<file path="src/shared/fit_pkg.sv">
// Package for the fast instruction timing decoder.
// Assumes a single system clock domain and an AXI4-Lite register master.
package fit_pkg;

    // ************************************************************
    // Register byte offsets on the register bus.
    // ************************************************************
    localparam logic [7:0] OFF_MAIN_OPERAND  = 8'he0; // Main operand register.
    localparam logic [7:0] OFF_MULDIV_OPND   = 8'hf0; // Multiply/divide operand register.
    localparam logic [7:0] OFF_OPCODE        = 8'h00; // Opcode presented for decode.
    localparam logic [7:0] OFF_COND          = 8'h04; // Branch condition outcome.
    localparam logic [7:0] OFF_DECODE        = 8'h08; // Decode result, read only.
    localparam logic [7:0] OFF_COUNT         = 8'h0c; // Decode counter, read only.

    // ************************************************************
    // Reset values.
    // ************************************************************
    localparam logic [7:0] RST_MAIN_OPERAND  = 8'h00; // Main operand reset value.
    localparam logic [7:0] RST_MULDIV_OPND   = 8'h00; // Multiply/divide reset value.
    localparam logic [7:0] RST_OPCODE        = 8'h00; // Opcode reset value.

    // ************************************************************
    // Decode result field positions.
    // ************************************************************
    localparam int POS_LEN    = 0;  // Length in bytes, bits 1:0.
    localparam int POS_CYC    = 4;  // Cycle count, bits 7:4.
    localparam int POS_REG    = 8;  // Working register number, bits 10:8.
    localparam int POS_REGV   = 11; // Register field valid.
    localparam int POS_PAGE   = 12; // Absolute page, bits 14:12.
    localparam int POS_ABS    = 15; // Absolute jump or call.
    localparam int POS_COND   = 16; // Conditional branch.
    localparam int POS_CLRBIT = 17; // Bit clear on taken branch.
    localparam int POS_FORM   = 20; // Operand form, bits 22:20.

    // ************************************************************
    // Cycle counts.
    // ************************************************************
    localparam logic [3:0] CYC_2 = 4'h2; // Short operation.
    localparam logic [3:0] CYC_4 = 4'h4; // Medium operation or branch not taken.
    localparam logic [3:0] CYC_6 = 4'h6; // Jump or branch taken.
    localparam logic [3:0] CYC_8 = 4'h8; // Table read, external transfer, multiply.

    // Operand forms.
    typedef enum logic [2:0] {
        FORM_NONE, FORM_REG, FORM_DIR, FORM_IND, FORM_IMM, FORM_REL
    } fit_form_e;

    // Bus response codes.
    localparam logic [1:0] RESP_OKAY   = 2'h0; // Normal answer.
    localparam logic [1:0] RESP_SLVERR = 2'h2; // Unmapped address.

endpackage

</file>
<file path="src/design/fit_decoder.sv">
// Instruction length, operand form and timing decoder with register slave.
// Assumes an AXI4-Lite master on the same 20 MHz clock and synchronous reset.
`timescale 1ns/10ps

// Operation
// - Length one to three, two to eight cycles.
// - Register number from lowest opcode bits.
// - Absolute page from top opcode bits.
// - Add with carry opcodes, two cycles.
// - Subtract with borrow opcodes, two cycles.
// - Pointer increment four cycles, others two.
// - Logic into accumulator, two cycles.
// - Logic immediate into direct, three bytes, four.
// - Rotates one byte, two cycles.
// - Register direct moves take four cycles.
// - Pointer load three bytes, four cycles.
// - Table reads take eight cycles.
// - External transfers take eight cycles.
// - Push and pop two bytes, four.
// - Nibble exchange two cycles.
// - Bit logic into carry four cycles.
// - Carry to bit four, bit to two.
// - Calls, returns, jumps take six cycles.
// - Conditional branches take four or six.
// - Decrement branch two or three bytes.
// - Test clear branch is three bytes.
module fit_decoder (
    input  wire logic        CLOCK_IN,
    input  wire logic        SYS_RST_IN,
    input  wire logic [7:0]  S_AXI_AWADDR_IN,
    input  wire logic        S_AXI_AWVALID_IN,
    output logic             S_AXI_AWREADY_OUT,
    input  wire logic [31:0] S_AXI_WDATA_IN,
    input  wire logic [3:0]  S_AXI_WSTRB_IN,
    input  wire logic        S_AXI_WVALID_IN,
    output logic             S_AXI_WREADY_OUT,
    output logic [1:0]       S_AXI_BRESP_OUT,
    output logic             S_AXI_BVALID_OUT,
    input  wire logic        S_AXI_BREADY_IN,
    input  wire logic [7:0]  S_AXI_ARADDR_IN,
    input  wire logic        S_AXI_ARVALID_IN,
    output logic             S_AXI_ARREADY_OUT,
    output logic [31:0]      S_AXI_RDATA_OUT,
    output logic [1:0]       S_AXI_RRESP_OUT,
    output logic             S_AXI_RVALID_OUT,
    input  wire logic        S_AXI_RREADY_IN,
    output logic [3:0]       CYCLES_OUT,
    output logic [1:0]       LENGTH_OUT
);

    // ************************************************************
    // Register storage.
    // ************************************************************
    logic [7:0]  main_operand_ff;   // Main operand register.
    logic [7:0]  muldiv_opnd_ff;    // Multiply/divide operand register.
    logic [7:0]  opcode_ff;         // Opcode under decode.
    logic        taken_ff;          // Branch outcome for timing.
    logic [15:0] count_ff;          // Number of opcode writes.
    logic [3:0]  cycles_ff;         // Registered cycle output.
    logic [1:0]  length_ff;         // Registered length output.
    logic        awready_ff;        // Address ready flop; also gates address acceptance.
    logic        wready_ff;         // Data ready flop; also gates data acceptance.
    logic        arready_ff;        // Read address ready flop; also gates read acceptance.

    // ************************************************************
    // Combinational decode of the held opcode.
    // ************************************************************
    logic [1:0]  dec_len;           // Length in bytes.
    logic [3:0]  dec_cyc;           // Cycle count.
    logic [2:0]  dec_form;          // Operand form.
    logic        dec_cond;          // Conditional branch.
    logic        dec_clr;           // Clears the tested bit.
    wire  [7:0]  op       = opcode_ff;
    wire  [3:0]  lo       = op[3:0];
    wire  [3:0]  hi       = op[7:4];
    wire         is_regf  = op[3];
    wire  [2:0]  reg_num  = op[2:0];
    wire         is_abs   = (op[4:0] == 5'h01) || (op[4:0] == 5'h11);
    wire  [2:0]  abs_page = op[7:5];
    wire  [3:0]  br_cyc   = taken_ff ? fit_pkg::CYC_6 : fit_pkg::CYC_4;

    // The table is written by column, then rows override; this keeps it short
    // while still covering every opcode of the instruction set.
    always_comb begin
        dec_len  = 2'd1;
        dec_cyc  = fit_pkg::CYC_2;
        dec_form = fit_pkg::FORM_NONE;
        dec_cond = 1'b0;
        dec_clr  = 1'b0;
        if (is_regf) begin
            // Register column: two cycles unless noted.
            dec_form = fit_pkg::FORM_REG;
            unique case (hi)
                4'h7, 4'hd: dec_len = 2'd2;
                4'ha, 4'h8: begin
                    dec_len = 2'd2;
                    dec_cyc = fit_pkg::CYC_4;
                end
                4'hb: begin
                    dec_len = 2'd3;
                    dec_form = fit_pkg::FORM_REL;
                end
                default: dec_len = 2'd1;
            endcase
            if (hi == 4'hb || hi == 4'hd) begin
                dec_cond = 1'b1;
                dec_cyc  = br_cyc;
            end
        end else if (lo == 4'h6 || lo == 4'h7) begin
            // Indirect column, one byte and two cycles by default.
            dec_form = fit_pkg::FORM_IND;
            unique case (hi)
                4'h7: dec_len = 2'd2;
                4'h8, 4'ha: begin
                    dec_len = 2'd2;
                    dec_cyc = fit_pkg::CYC_4;
                end
                4'hb: begin
                    dec_len  = 2'd3;
                    dec_cond = 1'b1;
                    dec_cyc  = br_cyc;
                end
                default: dec_len = 2'd1;
            endcase
        end else if (is_abs) begin
            dec_len  = 2'd2;
            dec_cyc  = fit_pkg::CYC_6;
            dec_form = fit_pkg::FORM_DIR;
        end else begin
            unique case (op)
                8'h00, 8'h03, 8'h13, 8'h23, 8'h33,
                8'h04, 8'h14, 8'hc3, 8'hd3, 8'hb3,
                8'hc4, 8'hd4, 8'he4, 8'hf4: dec_len = 2'd1;
                8'h24, 8'h34, 8'h94, 8'h44, 8'h54, 8'h64, 8'h74: begin
                    dec_len  = 2'd2;
                    dec_form = fit_pkg::FORM_IMM;
                end
                8'h25, 8'h35, 8'h95, 8'h45, 8'h55, 8'h65, 8'h05, 8'h15,
                8'h42, 8'h52, 8'h62, 8'hc2, 8'hd2, 8'hb2, 8'ha2,
                8'hc5, 8'he5, 8'hf5: begin
                    dec_len  = 2'd2;
                    dec_form = fit_pkg::FORM_DIR;
                end
                8'h43, 8'h53, 8'h63, 8'h75, 8'h85: begin
                    dec_len  = 2'd3;
                    dec_cyc  = fit_pkg::CYC_4;
                    dec_form = fit_pkg::FORM_DIR;
                end
                8'ha3: dec_cyc = fit_pkg::CYC_4;
                8'h90: begin
                    dec_len  = 2'd3;
                    dec_cyc  = fit_pkg::CYC_4;
                    dec_form = fit_pkg::FORM_IMM;
                end
                8'h82, 8'hb0, 8'h72, 8'ha0, 8'h92, 8'hc0, 8'hd0: begin
                    dec_len  = 2'd2;
                    dec_cyc  = fit_pkg::CYC_4;
                    dec_form = fit_pkg::FORM_DIR;
                end
                8'h93, 8'h83, 8'he0, 8'he2, 8'he3, 8'hf0, 8'hf2, 8'hf3,
                8'ha4, 8'h84: dec_cyc = fit_pkg::CYC_8;
                8'h22, 8'h32, 8'h73: dec_cyc = fit_pkg::CYC_6;
                8'h12, 8'h02: begin
                    dec_len  = 2'd3;
                    dec_cyc  = fit_pkg::CYC_6;
                    dec_form = fit_pkg::FORM_IMM;
                end
                8'h80: begin
                    dec_len  = 2'd2;
                    dec_cyc  = fit_pkg::CYC_6;
                    dec_form = fit_pkg::FORM_REL;
                end
                8'h40, 8'h50, 8'h60, 8'h70: begin
                    dec_len  = 2'd2;
                    dec_cond = 1'b1;
                    dec_cyc  = br_cyc;
                    dec_form = fit_pkg::FORM_REL;
                end
                8'h10, 8'h20, 8'h30, 8'hb4, 8'hb5, 8'hd5: begin
                    dec_len  = 2'd3;
                    dec_cond = 1'b1;
                    dec_clr  = (op == 8'h10);
                    dec_cyc  = br_cyc;
                    dec_form = fit_pkg::FORM_REL;
                end
                default: dec_len = 2'd1;                         // Unused code A5.
            endcase
        end
    end

    // Packed decode word as software sees it.
    wire [31:0] decode_word = {9'h000, dec_form, 2'b00, dec_clr, dec_cond, is_abs,
                               abs_page, is_regf, reg_num, dec_cyc, 2'b00, dec_len};

    // ************************************************************
    // Write channel: address and data accepted in either order.
    // ************************************************************
    logic        aw_held_ff;        // Write address captured.
    logic [7:0]  aw_addr_ff;        // Captured write address.
    logic        w_held_ff;         // Write data captured.
    logic [31:0] w_data_ff;         // Captured write data.
    logic        w_strb0_ff;        // Low byte lane enable.
    logic        bvalid_ff;         // Write response pending.
    logic [1:0]  bresp_ff;          // Write response code.
    // A channel is taken only at an edge where the master also sees its ready
    // high; taking it on internal state alone would lose or repeat transfers.
    wire         aw_fire  = S_AXI_AWVALID_IN && awready_ff;
    wire         w_fire   = S_AXI_WVALID_IN && wready_ff;
    wire         wr_go    = aw_held_ff && w_held_ff && !bvalid_ff;
    wire         wr_lane  = wr_go && w_strb0_ff;
    wire         wr_mapped = (aw_addr_ff == fit_pkg::OFF_MAIN_OPERAND) ||
                             (aw_addr_ff == fit_pkg::OFF_MULDIV_OPND) ||
                             (aw_addr_ff == fit_pkg::OFF_OPCODE) ||
                             (aw_addr_ff == fit_pkg::OFF_COND);
    wire         wr_op    = wr_lane && (aw_addr_ff == fit_pkg::OFF_OPCODE);

    // Handshake state for the write side; one write is in flight at a time.
    always_ff @(posedge CLOCK_IN) begin
        if (SYS_RST_IN) begin
            aw_held_ff <= 1'b0;
            w_held_ff  <= 1'b0;
            bvalid_ff  <= 1'b0;
            bresp_ff   <= fit_pkg::RESP_OKAY;
            aw_addr_ff <= 8'h00;
            w_data_ff  <= 32'h0000_0000;
            w_strb0_ff <= 1'b0;
        end else begin
            if (aw_fire) begin
                aw_held_ff <= 1'b1;
                aw_addr_ff <= {S_AXI_AWADDR_IN[7:2], 2'b00};
            end
            if (w_fire) begin
                w_held_ff  <= 1'b1;
                w_data_ff  <= S_AXI_WDATA_IN;
                w_strb0_ff <= S_AXI_WSTRB_IN[0];
            end
            if (wr_go) begin
                aw_held_ff <= 1'b0;
                w_held_ff  <= 1'b0;
                bvalid_ff  <= 1'b1;
                bresp_ff   <= wr_mapped ? fit_pkg::RESP_OKAY : fit_pkg::RESP_SLVERR;
            end else if (bvalid_ff && S_AXI_BREADY_IN) begin
                bvalid_ff  <= 1'b0;
            end
        end
    end

    // Register updates from completed writes; only byte lane 0 carries data.
    always_ff @(posedge CLOCK_IN) begin
        if (SYS_RST_IN) begin
            main_operand_ff <= fit_pkg::RST_MAIN_OPERAND;
            muldiv_opnd_ff  <= fit_pkg::RST_MULDIV_OPND;
            opcode_ff       <= fit_pkg::RST_OPCODE;
            taken_ff        <= 1'b0;
            count_ff        <= 16'h0000;
        end else begin
            if (wr_lane && aw_addr_ff == fit_pkg::OFF_MAIN_OPERAND) begin
                main_operand_ff <= w_data_ff[7:0];
            end
            if (wr_lane && aw_addr_ff == fit_pkg::OFF_MULDIV_OPND) begin
                muldiv_opnd_ff <= w_data_ff[7:0];
            end
            if (wr_op) begin
                opcode_ff <= w_data_ff[7:0];
                count_ff  <= count_ff + 16'h0001;
            end
            if (wr_lane && aw_addr_ff == fit_pkg::OFF_COND) begin
                taken_ff <= w_data_ff[0];
            end
        end
    end

    // Timing outputs follow the decode one cycle later, from flip-flops.
    always_ff @(posedge CLOCK_IN) begin
        if (SYS_RST_IN) begin
            cycles_ff <= fit_pkg::CYC_2;
            length_ff <= 2'd1;
        end else begin
            cycles_ff <= dec_cyc;
            length_ff <= dec_len;
        end
    end

    // ************************************************************
    // Read channel: answer one cycle after the address is taken.
    // ************************************************************
    logic        rvalid_ff;         // Read data pending.
    logic [31:0] rdata_ff;          // Read data.
    logic [1:0]  rresp_ff;          // Read response code.
    wire         ar_fire = S_AXI_ARVALID_IN && arready_ff;
    wire  [7:0]  ar_addr = {S_AXI_ARADDR_IN[7:2], 2'b00};
    logic [31:0] rd_mux;            // Selected read value.
    logic        rd_ok;             // Address is mapped.

    // Read selection; unmapped addresses read zero with an error response.
    always_comb begin
        rd_ok  = 1'b1;
        rd_mux = 32'h0000_0000;
        unique case (ar_addr)
            fit_pkg::OFF_MAIN_OPERAND: rd_mux = {24'h000000, main_operand_ff};
            fit_pkg::OFF_MULDIV_OPND:  rd_mux = {24'h000000, muldiv_opnd_ff};
            fit_pkg::OFF_OPCODE:       rd_mux = {24'h000000, opcode_ff};
            fit_pkg::OFF_COND:         rd_mux = {31'h00000000, taken_ff};
            fit_pkg::OFF_DECODE:       rd_mux = decode_word;
            fit_pkg::OFF_COUNT:        rd_mux = {16'h0000, count_ff};
            default:                   rd_ok  = 1'b0;
        endcase
    end

    // Read response register, held until the master takes it.
    always_ff @(posedge CLOCK_IN) begin
        if (SYS_RST_IN) begin
            rvalid_ff <= 1'b0;
            rdata_ff  <= 32'h0000_0000;
            rresp_ff  <= fit_pkg::RESP_OKAY;
        end else if (ar_fire) begin
            rvalid_ff <= 1'b1;
            rdata_ff  <= rd_mux;
            rresp_ff  <= rd_ok ? fit_pkg::RESP_OKAY : fit_pkg::RESP_SLVERR;
        end else if (rvalid_ff && S_AXI_RREADY_IN) begin
            rvalid_ff <= 1'b0;
        end
    end

    // ************************************************************
    // Outputs. Ready signals are registered copies of acceptance state.
    // ************************************************************
    always_ff @(posedge CLOCK_IN) begin
        if (SYS_RST_IN) begin
            awready_ff <= 1'b0;
            wready_ff  <= 1'b0;
            arready_ff <= 1'b0;
        end else begin
            awready_ff <= !aw_held_ff && !bvalid_ff && !aw_fire && !wr_go;
            wready_ff  <= !w_held_ff && !bvalid_ff && !w_fire && !wr_go;
            arready_ff <= !rvalid_ff && !ar_fire;
        end
    end
    // Acceptance wires must agree with the ready flops seen by the master.
    assign S_AXI_AWREADY_OUT = awready_ff;
    assign S_AXI_WREADY_OUT  = wready_ff;
    assign S_AXI_ARREADY_OUT = arready_ff;
    assign S_AXI_BVALID_OUT  = bvalid_ff;
    assign S_AXI_BRESP_OUT   = bresp_ff;
    assign S_AXI_RVALID_OUT  = rvalid_ff;
    assign S_AXI_RDATA_OUT   = rdata_ff;
    assign S_AXI_RRESP_OUT   = rresp_ff;
    assign CYCLES_OUT        = cycles_ff;
    assign LENGTH_OUT        = length_ff;

    // ************************************************************
    // Assertions.
    // ************************************************************
    a_cyc_range: assert property (@(posedge CLOCK_IN) disable iff (SYS_RST_IN)
        dec_cyc >= 4'd2 && dec_cyc <= 4'd8 && dec_len >= 2'd1)
        else $error("cycle or length out of range");
    a_reg_field: assert property (@(posedge CLOCK_IN) disable iff (SYS_RST_IN)
        opcode_ff[7:3] == 5'h1d |-> decode_word[10:8] == opcode_ff[2:0] && decode_word[11])
        else $error("register number wrong");
    a_abs_page: assert property (@(posedge CLOCK_IN) disable iff (SYS_RST_IN)
        opcode_ff[3:0] == 4'h1 |-> decode_word[14:12] == opcode_ff[7:5] && dec_cyc == 4'd6)
        else $error("absolute page wrong");
    a_add_time: assert property (@(posedge CLOCK_IN) disable iff (SYS_RST_IN)
        opcode_ff[7:4] inside {4'h2, 4'h3, 4'h9} && opcode_ff[3:2] != 2'b00
        |=> CYCLES_OUT == 4'd2)
        else $error("arithmetic timing wrong");
    a_data_pointer_16bit_inc: assert property (@(posedge CLOCK_IN) disable iff (SYS_RST_IN)
        opcode_ff == 8'ha3 |=> CYCLES_OUT == 4'd4 && LENGTH_OUT == 2'd1)
        else $error("pointer increment timing wrong");
    a_logic_dir: assert property (@(posedge CLOCK_IN) disable iff (SYS_RST_IN)
        opcode_ff inside {8'h43, 8'h53, 8'h63, 8'h90} |-> dec_len == 2'd3 && dec_cyc == 4'd4)
        else $error("three byte four cycle decode wrong");
    a_ext_time: assert property (@(posedge CLOCK_IN) disable iff (SYS_RST_IN)
        opcode_ff inside {8'he0, 8'he2, 8'he3, 8'hf0, 8'h93, 8'h83} |-> dec_cyc == 4'd8)
        else $error("eight cycle decode wrong");
    a_branch_time: assert property (@(posedge CLOCK_IN) disable iff (SYS_RST_IN)
        dec_cond && !$changed(opcode_ff) && !$changed(taken_ff)
        |=> CYCLES_OUT == ($past(taken_ff) ? 4'd6 : 4'd4))
        else $error("branch timing wrong");
    a_clr_branch: assert property (@(posedge CLOCK_IN) disable iff (SYS_RST_IN)
        opcode_ff == 8'h10 |-> dec_clr && dec_len == 2'd3)
        else $error("test clear branch decode wrong");

endmodule

</file>
<file path="config.mk">
export PLATFORM = sky130hd
export DESIGN_NAME = fit_decoder
export DESIGN_NICKNAME = d
export VERILOG_FILES = /design/src/shared/fit_pkg.sv /design/src/design/fit_decoder.sv
export SDC_FILE = /design/constraint.sdc
export NUM_CORES = 1
export LEC_CHECK = 0
export ABC_AREA = 0
export BUFFER_PORTS_ARGS = -buffer_cell sky130_fd_sc_hd__buf_2
export CORE_ASPECT_RATIO = 1.1
export CORE_MARGIN = 2
export CORE_UTILIZATION = 23
export DETAILED_ROUTE_END_ITERATION = 10
export HOLD_SLACK_MARGIN = 0.05
export PLACE_DENSITY_LB_ADDON = 0.12
export SLEW_MARGIN = 20
export SYNTH_ARGS = -nofsm -noshare
export SYNTH_HDL_FRONTEND = slang
export SYNTH_SLANG_ARGS = --single-unit
export TNS_END_PERCENT = 30
</file>
<file path="constraint.sdc">
create_clock -name CLOCK_IN -period 2.9 [get_ports CLOCK_IN]
set_input_delay 0.29 -clock CLOCK_IN [delete_from_list [all_inputs] [get_ports CLOCK_IN]]
set_output_delay 0.29 -clock CLOCK_IN [all_outputs]
set_load 0.01 [all_outputs]
</file>
==> summary.md, run 1 <==
| Metric | Value |
|---|---|
| Placeable Area | 0.0192 mm^2 |
| Area overhead of the layout relative to synthesis | 18.2% |
| Proportion of register bits with asynchronous set or reset after synthesis | 0 |
| Type of element capturing the critical path | flip-flop |
| Critical path type | flip-flop to flip-flop |
| Final routed wirelength across all metal layers | 13300 um |
| Avg Cell Area, Syn | 8.28 um^2 |
| Critical path startpoint category | flip-flop |
| Number of slew-limit violations in the final report | 0 |
| Launching element of the worst setup path | op[3] |
| Worst clock skew on the final layout | 0.0116 ns |
| Leak pwr | 0.00201 uW |
| Number of cells on the critical path | 6 |
| Part of the power in combinational logic | 0.050 |
| X dimension of the die | 138 um |
| Critical path buffers and inverters | 0 |
| Initial cell density of the core | 0.236 |
| Crit path max fanout | 21 |
| Detailed Route Iter0 Violations | 344 |
| RSZ-0062 raised after global routing | false |
| Worst r2r src | op[3] |
| Remaining antenna violation count after routing | 0 |
| PostCTS Resize Cnt | 0 |
| Number of endpoints with negative hold slack in the final report | 0 |
| Detail-routed via count per cell | 4.74 |
| Total negative setup slack | 0 ns |
| Most common library cell in the layout ignoring fill and taps | sky130_fd_sc_hd__dfxtp_1 |
| Hold Path End | w_data_ff[2] |
| TritonCTS clock tree | built |
| GR Util All Layers | 0.134 |
| Switching power | 622 uW |
| Maximum number of pins on one net before global-route repair | 38 |
| Dominant cell type by area after synthesis | sky130_fd_sc_hd__dfxtp_1 |
| Number of antenna violations at the first check in global routing | 0 |
| Commonest cells after routing, fill and taps aside | sky130_fd_sc_hd__dfxtp_1 (91), sky130_fd_sc_hd__nor2_1 (73), sky130_fd_sc_hd__nand2_1 (60), sky130_fd_sc_hd__buf_2 (60), sky130_fd_sc_hd__a21oi_1 (37) |
| Routed wirelength normalized by instance count | 15.8 um |
| Top Ports | 106 |
| Count of mapped cells out of synthesis | 547 |
| Yosys top cell area share | 0.402 |
| Number of synthesized flops with an enable pin | 0 |
| Number of warnings printed during yosys synthesis | 0 |
| Area of all placed cells without fillers | 0.00535 mm^2 |
| Number of hold-repair buffers added at the cts stage | 0 |
| Clock share of power | 0.471 |
| CTS Buf Count | 9 |
| Post-CTS Setup Bufs | 0 |
| Cells along the critical path | nand4bb_1 > nor4_1 > nor3_1 > nand4b_1 > o31ai_1 > a21oi_1 |
| Data arrival time of the worst path | 2.78 ns |
| Time the worst path needs with I/O delays and setup | 2.59 ns |
| Proportion of power drawn by flip-flops and latches | 0.478 |
| Estimated wirelength of the detail-placed design | 9940 um |
| Pin slew with the least headroom to its limit | 0.885 ns |
| Proportion of synthesized chip area in sequential cells | 0.402 |
| Maximum number of buffers from clock root to sink | 2 |
| Cell with the largest stage delay on the worst path | sky130_fd_sc_hd__dfxtp_1 |
| Largest voltage drop on the vdd net | 0.293 mV |
| DRC violations left | 0 |
| Vertical extent of the die | 151 um |
| RePlAce Congestion | 0.793 |
| Via Count | 4003 |
| Syn Std Cell Area | 0.00453 mm^2 |
| Max-slew headroom | 0.409 |
| Area contributors post-synth | sky130_fd_sc_hd__dfxtp_1 (40%), sky130_fd_sc_hd__mux2i_1 (7.5%), sky130_fd_sc_hd__nor2_1 (6.0%) |
| Run status | completed |
| CTS sink cnt | 91 |
| Flip-flop and latch count after synthesis | 91 |
| Count of different cell masters after synthesis | 68 |
| Internal Power | 2070 uW |
| Total overflow reported by the global router | 0 |
| Ratio of cells with drive above 1 in the final layout | 0.176 |
| Number of H-tree branching levels | 3 |
| Wire length of the first global-routing pass | 21400 um |
| Required time of the critical path | 3.09 ns |
| Switching Share | 0.231 |
| Setup Viol. Count Final | 0 |
| Fin nets | 652 |
| WHS Path Cells | 3 |
| Reg-to-reg setup timing slack | 0.31 ns |
| Dominant delay contributor by cell family on the critical path | simple AND/OR/NAND/NOR gates |
| Clock Pin Slew Worst Setup and Hold Paths | 0.07 ns |
| Max-cap violations | 0 |
| Row cnt | 53 |
| Hold path start | S_AXI_WDATA_IN[2] |
| Port Buffer Count | 60 |
| Largest stage delay on the critical path | 0.83 ns |
| Number of diodes | 0 |
| Worst hold path type | primary input to flip-flop |
| Post-detailed-placement cell area | 0.00504 mm^2 |
| Die Footprint | 0.0208 mm^2 |
| Cell depth of the worst flop-to-flop path | 6 |
| Clock insertion delay at the later pin of the skew report | 0.35 ns |
| Fmax | 387 MHz |
| DRT Pass-1 Iters | 4 |
| Reg2reg end | S_AXI_RDATA_OUT[6] |
| Number of global-route vias before repair | 3907 |
| Total power density per cell area | 504 mW/mm^2 |
| Main synth FF type | sky130_fd_sc_hd__dfxtp_1 |
| Post-route clock period utilization | 0.892 |
| Root buf cell | sky130_fd_sc_hd__clkbuf_16 |
## tightest hold or removal path: stages
cell and delay [ns]:
sky130_fd_sc_hd__buf_2 0.09, sky130_fd_sc_hd__nand2_1 0.05, sky130_fd_sc_hd__a21oi_1 0.05
## Yosys cell counts (9+ instances only)
master,instances
sky130_fd_sc_hd__xnor2_1,9
sky130_fd_sc_hd__a21oi_1,37
sky130_fd_sc_hd__clkbuf_1,31
sky130_fd_sc_hd__o21ai_0,16
sky130_fd_sc_hd__nor3_1,15
sky130_fd_sc_hd__nor2_1,73
sky130_fd_sc_hd__nand3_1,20
sky130_fd_sc_hd__dfxtp_1,91
sky130_fd_sc_hd__nand2_1,60
sky130_fd_sc_hd__mux2i_1,34
sky130_fd_sc_hd__buf_4,15
## state kept, by name, summed over array words and instances (netlist names), 2 cells and up
| signal | flops |
|---|---|
| S_AXI_RDATA_OUT | 21 |
| count_ff | 16 |
| main_operand_ff | 8 |
| muldiv_opnd_ff | 8 |
| op | 8 |
| w_data_ff | 8 |
| aw_addr_ff | 6 |
| CYCLES_OUT | 3 |
| LENGTH_OUT | 2 |
## kinds of logic after synthesis
group | Yosys count | share of synthesized area
xor gates and xnor gates | 12 | 0.0232
and+or+nand+nor | 232 | 0.258
AOI/OAI and AO/OA | 113 | 0.164
DFF | 91 | 0.402
adders and majority gates | 1 | 0.00276
other | 1 | 0.000828
buffers and inverters | 59 | 0.0641
muxes | 38 | 0.0851
## worst max-delay path by stage
stage / endpoint / slack [ns]
after floorplan: S_AXI_RDATA_OUT[0] / 0.83
after global placement: S_AXI_RDATA_OUT[6] / 0.39
after detailed placement: S_AXI_RDATA_OUT[6] / 0.38
after CTS: S_AXI_RDATA_OUT[6] / 0.36
after global routing: S_AXI_RDATA_OUT[6] / 0.20
final: S_AXI_RDATA_OUT[6] / 0.31
## metrics by stage
step / std cells / hold WS, ns / power, uW / worst slack [ns] / util
6_report: 844 / 0.176 / 2700 / 0.314 / 0.278
5_1_grt: 844 / 0.176 / 2810 / 0.197 / 0.278
4_1_cts: 844 / 0.163 / 2750 / 0.365 / 0.278
3_5_place_dp: 828 / 0.449 / 1460 / 0.379 / 0.262
3_3_place_gp: 828 / 0.439 / 1450 / 0.387 / 0.262
2_1_floorplan: 560 / 0.426 / 1410 / 0.833 / -
## cell type report
class	instances	area [um^2]
Fill cell	2117	13900
Clock buffer	10	229
Sequential cell	91	1820
Inverter	6	22.5
Tap cell	247	309
Timing Repair Buffer	74	418
Multi-Input combinational cell	410	2470
Clock inverter	6	87.6
## per-layer routing
layer	part of all wire	routed length, um	vias to the layer above	GRT usage
li1	-	-	2020	-
met1	0.47	6310	1875	0.179
met2	0.46	6180	102	0.215
met3	0.055	736	6	0.0308
met4	0.0071	95	0	0.0388
met5	0	0	-	0
## power by group through the flow
stage | sequential [uW] | combinational, uW | clock (uW)
final | 1290 | 136 | 1270
after global routing | 1290 | 153 | 1370
after CTS | 1290 | 138 | 1320
after detailed placement | 1320 | 138 | 0
after global placement | 1320 | 137 | 0
after floorplan | 1310 | 98.4 | 0
Note: power is estimated with default switching activity, not from simulation.
==> inputs of run 2 (changes only) <==
BUFFER_PORTS_ARGS = -buffer_cell sky130_fd_sc_hd__buf_4   (was -buffer_cell sky130_fd_sc_hd__buf_2)
CTS_BUF_LIST = sky130_fd_sc_hd__clkbuf_8 sky130_fd_sc_hd__clkbuf_16   (was unset)
==> summary.md, run 2 (synthesis gave the netlist of run 1 again) <==
| Metric | Value |
|---|---|
| Clock share of power | 0.451 |
| CTS sink cnt | 91 |
| Initial cell density of the core | 0.236 |
| Reg2reg end | S_AXI_RDATA_OUT[5] |
| Max-slew headroom | 0.404 |
| RePlAce Congestion | 0.778 |
| Number of H-tree branching levels | 3 |
| Final routed wirelength across all metal layers | 13400 um |
| Type of element capturing the critical path | flip-flop |
| Worst clock skew on the final layout | 0.00860 ns |
| Detailed Route Iter0 Violations | 238 |
| Number of diodes | 0 |
| Time the worst path needs with I/O delays and setup | 2.52 ns |
| Maximum number of pins on one net before global-route repair | 74 |
| Number of hold-repair buffers added at the cts stage | 0 |
| Leak pwr | 0.00202 uW |
| CTS Buf Count | 9 |
| Fin nets | 652 |
| Critical path startpoint category | flip-flop |
| Proportion of power drawn by flip-flops and latches | 0.493 |
| Internal Power | 2000 uW |
| Crit path max fanout | 12 |
| X dimension of the die | 138 um |
| Switching Share | 0.238 |
| GR Util All Layers | 0.134 |
| Clock insertion delay at the later pin of the skew report | 0.35 ns |
| Reg-to-reg setup timing slack | 0.38 ns |
| Most common library cell in the layout ignoring fill and taps | sky130_fd_sc_hd__dfxtp_1 |
| Placeable Area | 0.0192 mm^2 |
| Final WS setup | 0.376 ns |
| Required time of the critical path | 3.10 ns |
| Total negative setup slack | 0 ns |
| PostCTS Resize Cnt | 0 |
| Worst r2r src | op[2] |
| Maximum number of buffers from clock root to sink | 2 |
| Capture point of the worst path | S_AXI_RDATA_OUT[5] |
| TritonCTS clock tree | built |
| Worst slack at placement | 0.439 ns |
| Clock Pin Slew Worst Setup and Hold Paths | 0.07 ns |
| Fmax | 396 MHz |
| Setup Viol. Count Final | 0 |
| RSZ-0062 raised after global routing | false |
| DRT Pass-1 Iters | 5 |
| Remaining antenna violation count after routing | 0 |
| DRC violations left | 0 |
| Port Buffer Count | 60 |
| Number of global-route vias before repair | 3939 |
| Top Ports | 106 |
| Launching element of the worst setup path | op[2] |
| Largest voltage drop on the vdd net | 0.256 mV |
| Row cnt | 53 |
| Number of antenna violations at the first check in global routing | 0 |
| Max-cap violations | 0 |
| Detail-routed via count per cell | 4.81 |
| Commonest cells after routing, fill and taps aside | sky130_fd_sc_hd__dfxtp_1 (91), sky130_fd_sc_hd__buf_4 (74), sky130_fd_sc_hd__nor2_1 (73) |
| Max FFs per register | 21 |
| Post-route clock period utilization | 0.870 |
| Data arrival time of the worst path | 2.72 ns |
| Area overhead of the layout relative to synthesis | 20.8% |
| Switching power | 623 uW |
| Number of endpoints with negative hold slack in the final report | 0 |
| Ratio of cells with drive above 1 in the final layout | 0.174 |
| Fillers | 2088 |
| Worst hold path type | primary input to flip-flop |
| Vertical extent of the die | 151 um |
| Die Footprint | 0.0208 mm^2 |
| Estimated wirelength of the detail-placed design | 9940 um |
| Routed wirelength normalized by instance count | 15.9 um |
| Total power density per cell area | 479 mW/mm^2 |
| Root buf cell | sky130_fd_sc_hd__clkbuf_16 |
| Number of slew-limit violations in the final report | 0 |
| Part of the power in combinational logic | 0.056 |
| Via Count | 4057 |
| Wire length of the first global-routing pass | 21500 um |
| Pin slew with the least headroom to its limit | 0.893 ns |
| Total overflow reported by the global router | 0 |
| Critical path type | flip-flop to flip-flop |
| Post-CTS Setup Bufs | 0 |
| Hold path start | S_AXI_WDATA_IN[7] |
| Run status | completed |
| Cell depth of the worst flop-to-flop path | 6 |
[run 2: cell count changes in the layout (fill, tap and decap cells not counted), sizes merged]
| cell | change |
|---|---|
| inv | +2 |
| bufinv | -1 |
| clkbuf | -1 |
| clkinv | -1 |
| clkinvlp | +1 |
[run 2: worst max-delay path, cell delays in order, from the launching register on]
cell,delay [ns]
sky130_fd_sc_hd__dfxtp_1,0.45
sky130_fd_sc_hd__or4_1,0.67
sky130_fd_sc_hd__o32ai_1,0.48
sky130_fd_sc_hd__a21o_1,0.27
sky130_fd_sc_hd__nand4b_1,0.20
sky130_fd_sc_hd__o21a_1,0.20
sky130_fd_sc_hd__o22ai_1,0.09
[run 2: power groups by stage]
| stage | Combinational [uW] | Sequential, uW | Clock [uW] |
|---|---|---|---|
| after floorplan | 98.4 | 1310 | 0 |
| after global placement | 148 | 1320 | 0 |
| after detailed placement | 149 | 1320 | 0 |
| after CTS | 149 | 1290 | 1240 |
| after global routing | 164 | 1290 | 1280 |
| final | 147 | 1290 | 1180 |
[run 2: metal layers]
layer	part of all wire	vias up	global-route usage
met1	0.47	1916	0.177
met3	0.052	10	0.0295
li1	-	2022	-
met4	0.014	0	0.0439
met2	0.47	109	0.217
met5	0	-	0
[run 2: worst min-delay path by stage]
stage	endpoint	slack, ns	cells after the start
global route	w_data_ff[3]	0.19	3
finish	w_data_ff[7]	0.19	3
CTS	w_data_ff[7]	0.17	3
floorplan	w_strb0_ff	0.43	2
detailed placement	S_AXI_RDATA_OUT[20]	0.45	2
global placement	S_AXI_RDATA_OUT[20]	0.44	2
[run 2: metrics by stage]
step | area [um^2] | std cells | util | power (uW) | hold slack (ns)
after floorplan | 4580 | 560 | - | 1410 | 0.426
after global placement | 5170 | 828 | 0.269 | 1470 | 0.442
after detailed placement | 5170 | 828 | 0.269 | 1470 | 0.448
after CTS | 5470 | 844 | 0.284 | 2670 | 0.172
after global routing | 5470 | 844 | 0.284 | 2730 | 0.187
final | 5470 | 844 | 0.284 | 2620 | 0.186
[run 2: final cells by class]
| cell class | instances | area (um^2) | area share |
|---|---|---|---|
| clock buffers | 9 | 225 | 0.0412 |
| multi-input cells | 410 | 2470 | 0.451 |
| well taps | 247 | 309 | 0.0565 |
| repair buffers | 74 | 556 | 0.102 |
| flip-flops and latches | 91 | 1820 | 0.333 |
| clock inverters | 7 | 70.1 | 0.0128 |
| inverters | 6 | 22.5 | 0.00412 |
==> inputs of run 3 (changes only) <==
CORE_ASPECT_RATIO = 2   (was 1.1)
CORE_UTILIZATION = 54   (was 23)
CTS_CLUSTER_DIAMETER = 40   (was unset)
==> summary.md, run 3 (synthesis gave the netlist of run 1 again) <==
| Metric | Value |
|---|---|
| Run status | completed |
| Type of element capturing the critical path | flip-flop |
| Estimated wirelength of the detail-placed design | 8520 um |
| RSZ-0062 raised after global routing | false |
| Via Count | 4103 |
| TritonCTS clock tree | built |
| Detailed Route Iter0 Violations | 419 |
| Leak pwr | 0.00200 uW |
| Placeable Area | 0.00823 mm^2 |
| DRT Pass-1 Iters | 5 |
| CTS sink cnt | 91 |
| DP Cell Count | 677 |
| Maximum number of buffers from clock root to sink | 2 |
| Fillers | 779 |
| Filler-free cell count of the finished design | 693 |
| Fin nets | 650 |
| Number of diodes | 0 |
| Commonest cells after routing, fill and taps aside | sky130_fd_sc_hd__dfxtp_1 (91), sky130_fd_sc_hd__nor2_1 (73), sky130_fd_sc_hd__buf_4 (72) |
| Fmax | 405 MHz |
| Crit path max fanout | 7 |
| Root buf cell | sky130_fd_sc_hd__clkbuf_16 |
| Total overflow reported by the global router | 0 |
| Multi-input logic area | 0.00247 mm^2 |
| Routed wirelength normalized by instance count | 16.5 um |
| Port Buffer Count | 60 |
| Number of H-tree branching levels | 3 |
| RePlAce Congestion | 0.949 |
| Reg-to-reg setup timing slack | 0.43 ns |
| Area occupied by registers | 0.00182 mm^2 |
| Worst clock skew on the final layout | 0.00598 ns |
| Clock Pin Slew Worst Setup and Hold Paths | 0.06 ns |
| Ratio of cells with drive above 1 in the final layout | 0.173 |
| Row cnt | 47 |
| Number of antenna violations at the first check in global routing | 0 |
| Time the worst path needs with I/O delays and setup | 2.47 ns |
| Number of slew-limit violations in the final report | 0 |
| Initial cell density of the core | 0.550 |
| Critical path type | flip-flop to flip-flop |
| Post-route clock period utilization | 0.851 |
| DRC violations left | 0 |
| Post-detailed-placement cell area | 0.00497 mm^2 |
| CTS Buf Count | 9 |
| Post-CTS Setup Bufs | 0 |
| Total negative setup slack | 0 ns |
| Largest voltage drop on the vdd net | 0.390 mV |
| Number of endpoints with negative hold slack in the final report | 0 |
| Area of all placed cells without fillers | 0.00527 mm^2 |
| Setup Viol. Count Final | 0 |
| Area overhead of the layout relative to synthesis | 16.3% |
| Top Ports | 106 |
| Wire length of the first global-routing pass | 18800 um |
| Max FFs per register | 21 |
| Most common library cell in the layout ignoring fill and taps | sky130_fd_sc_hd__dfxtp_1 |
| Clock insertion delay at the later pin of the skew report | 0.34 ns |
| Critical path startpoint category | flip-flop |
| Required time of the critical path | 3.09 ns |
| Total power density per cell area | 488 mW/mm^2 |
| X dimension of the die | 68.8 um |
| Final routed wirelength across all metal layers | 11400 um |
| Worst hold path type | primary input to flip-flop |
| Data arrival time of the worst path | 2.65 ns |
| Pin slew with the least headroom to its limit | 0.897 ns |
| Number of hold-repair buffers added at the cts stage | 0 |
| GR Util All Layers | 0.265 |
| Detail-routed via count per cell | 5.92 |
| Max-slew headroom | 0.401 |
| Die Footprint | 0.00918 mm^2 |
| Remaining antenna violation count after routing | 0 |
| Vertical extent of the die | 134 um |
| Maximum number of pins on one net before global-route repair | 77 |
| Number of global-route vias before repair | 3899 |
| PostCTS Resize Cnt | 0 |
| Max-cap violations | 0 |
==> run 3: power by group <==
part	internal (uW)	switching, uW
Combinational	57.9	84.8
Clock	664	474
Sequential	1270	19.3
==> run 3: per-layer routing <==
metal	up-vias	GRT usage	share of wire
met3	31	0.0541	0.056
met2	150	0.454	0.53
met5	-	0	0
met1	1909	0.294	0.37
li1	2013	-	-
met4	0	0.136	0.039
==> run 3: layout make-up <==
type / count / area share
well taps: 98 / 0.0233
inverters: 6 / 0.00428
clock buffers: 9 / 0.0428
multi-input cells: 410 / 0.468
clock inverters: 7 / 0.0128
repair buffers: 72 / 0.103
flip-flops and latches: 91 / 0.346
==> run 3: worst max-delay path, cell delays in order, from the launching register on <==
cell	delay (ns)
sky130_fd_sc_hd__dfxtp_1	0.42
sky130_fd_sc_hd__or4_1	0.72
sky130_fd_sc_hd__o32ai_1	0.43
sky130_fd_sc_hd__a21o_1	0.27
sky130_fd_sc_hd__nand4b_1	0.20
sky130_fd_sc_hd__o21a_1	0.19
sky130_fd_sc_hd__o22ai_1	0.09
==> run 3: path summary, 6_finish.rpt <==
kind                     startpoint                  to  cells past startpoint
hold reg to reg          w_strb0_ff          w_strb0_ff                      2
setup / recovery              op[0]  S_AXI_RDATA_OUT[5]                      6
hold / removal    S_AXI_WDATA_IN[1]        w_data_ff[1]                      3
setup reg to reg              op[0]  S_AXI_RDATA_OUT[5]                      6
==> run 3: stage by stage <==
stage	hold slack [ns]	util	worst slack, ns	power (uW)
final	0.195	0.640	0.433	2570
after global routing	0.205	0.640	0.302	2660
after CTS	0.190	0.640	0.445	2590
after detailed placement	0.449	0.604	0.462	1460
after global placement	0.441	0.604	0.512	1460
after floorplan	0.426	-	0.833	1410
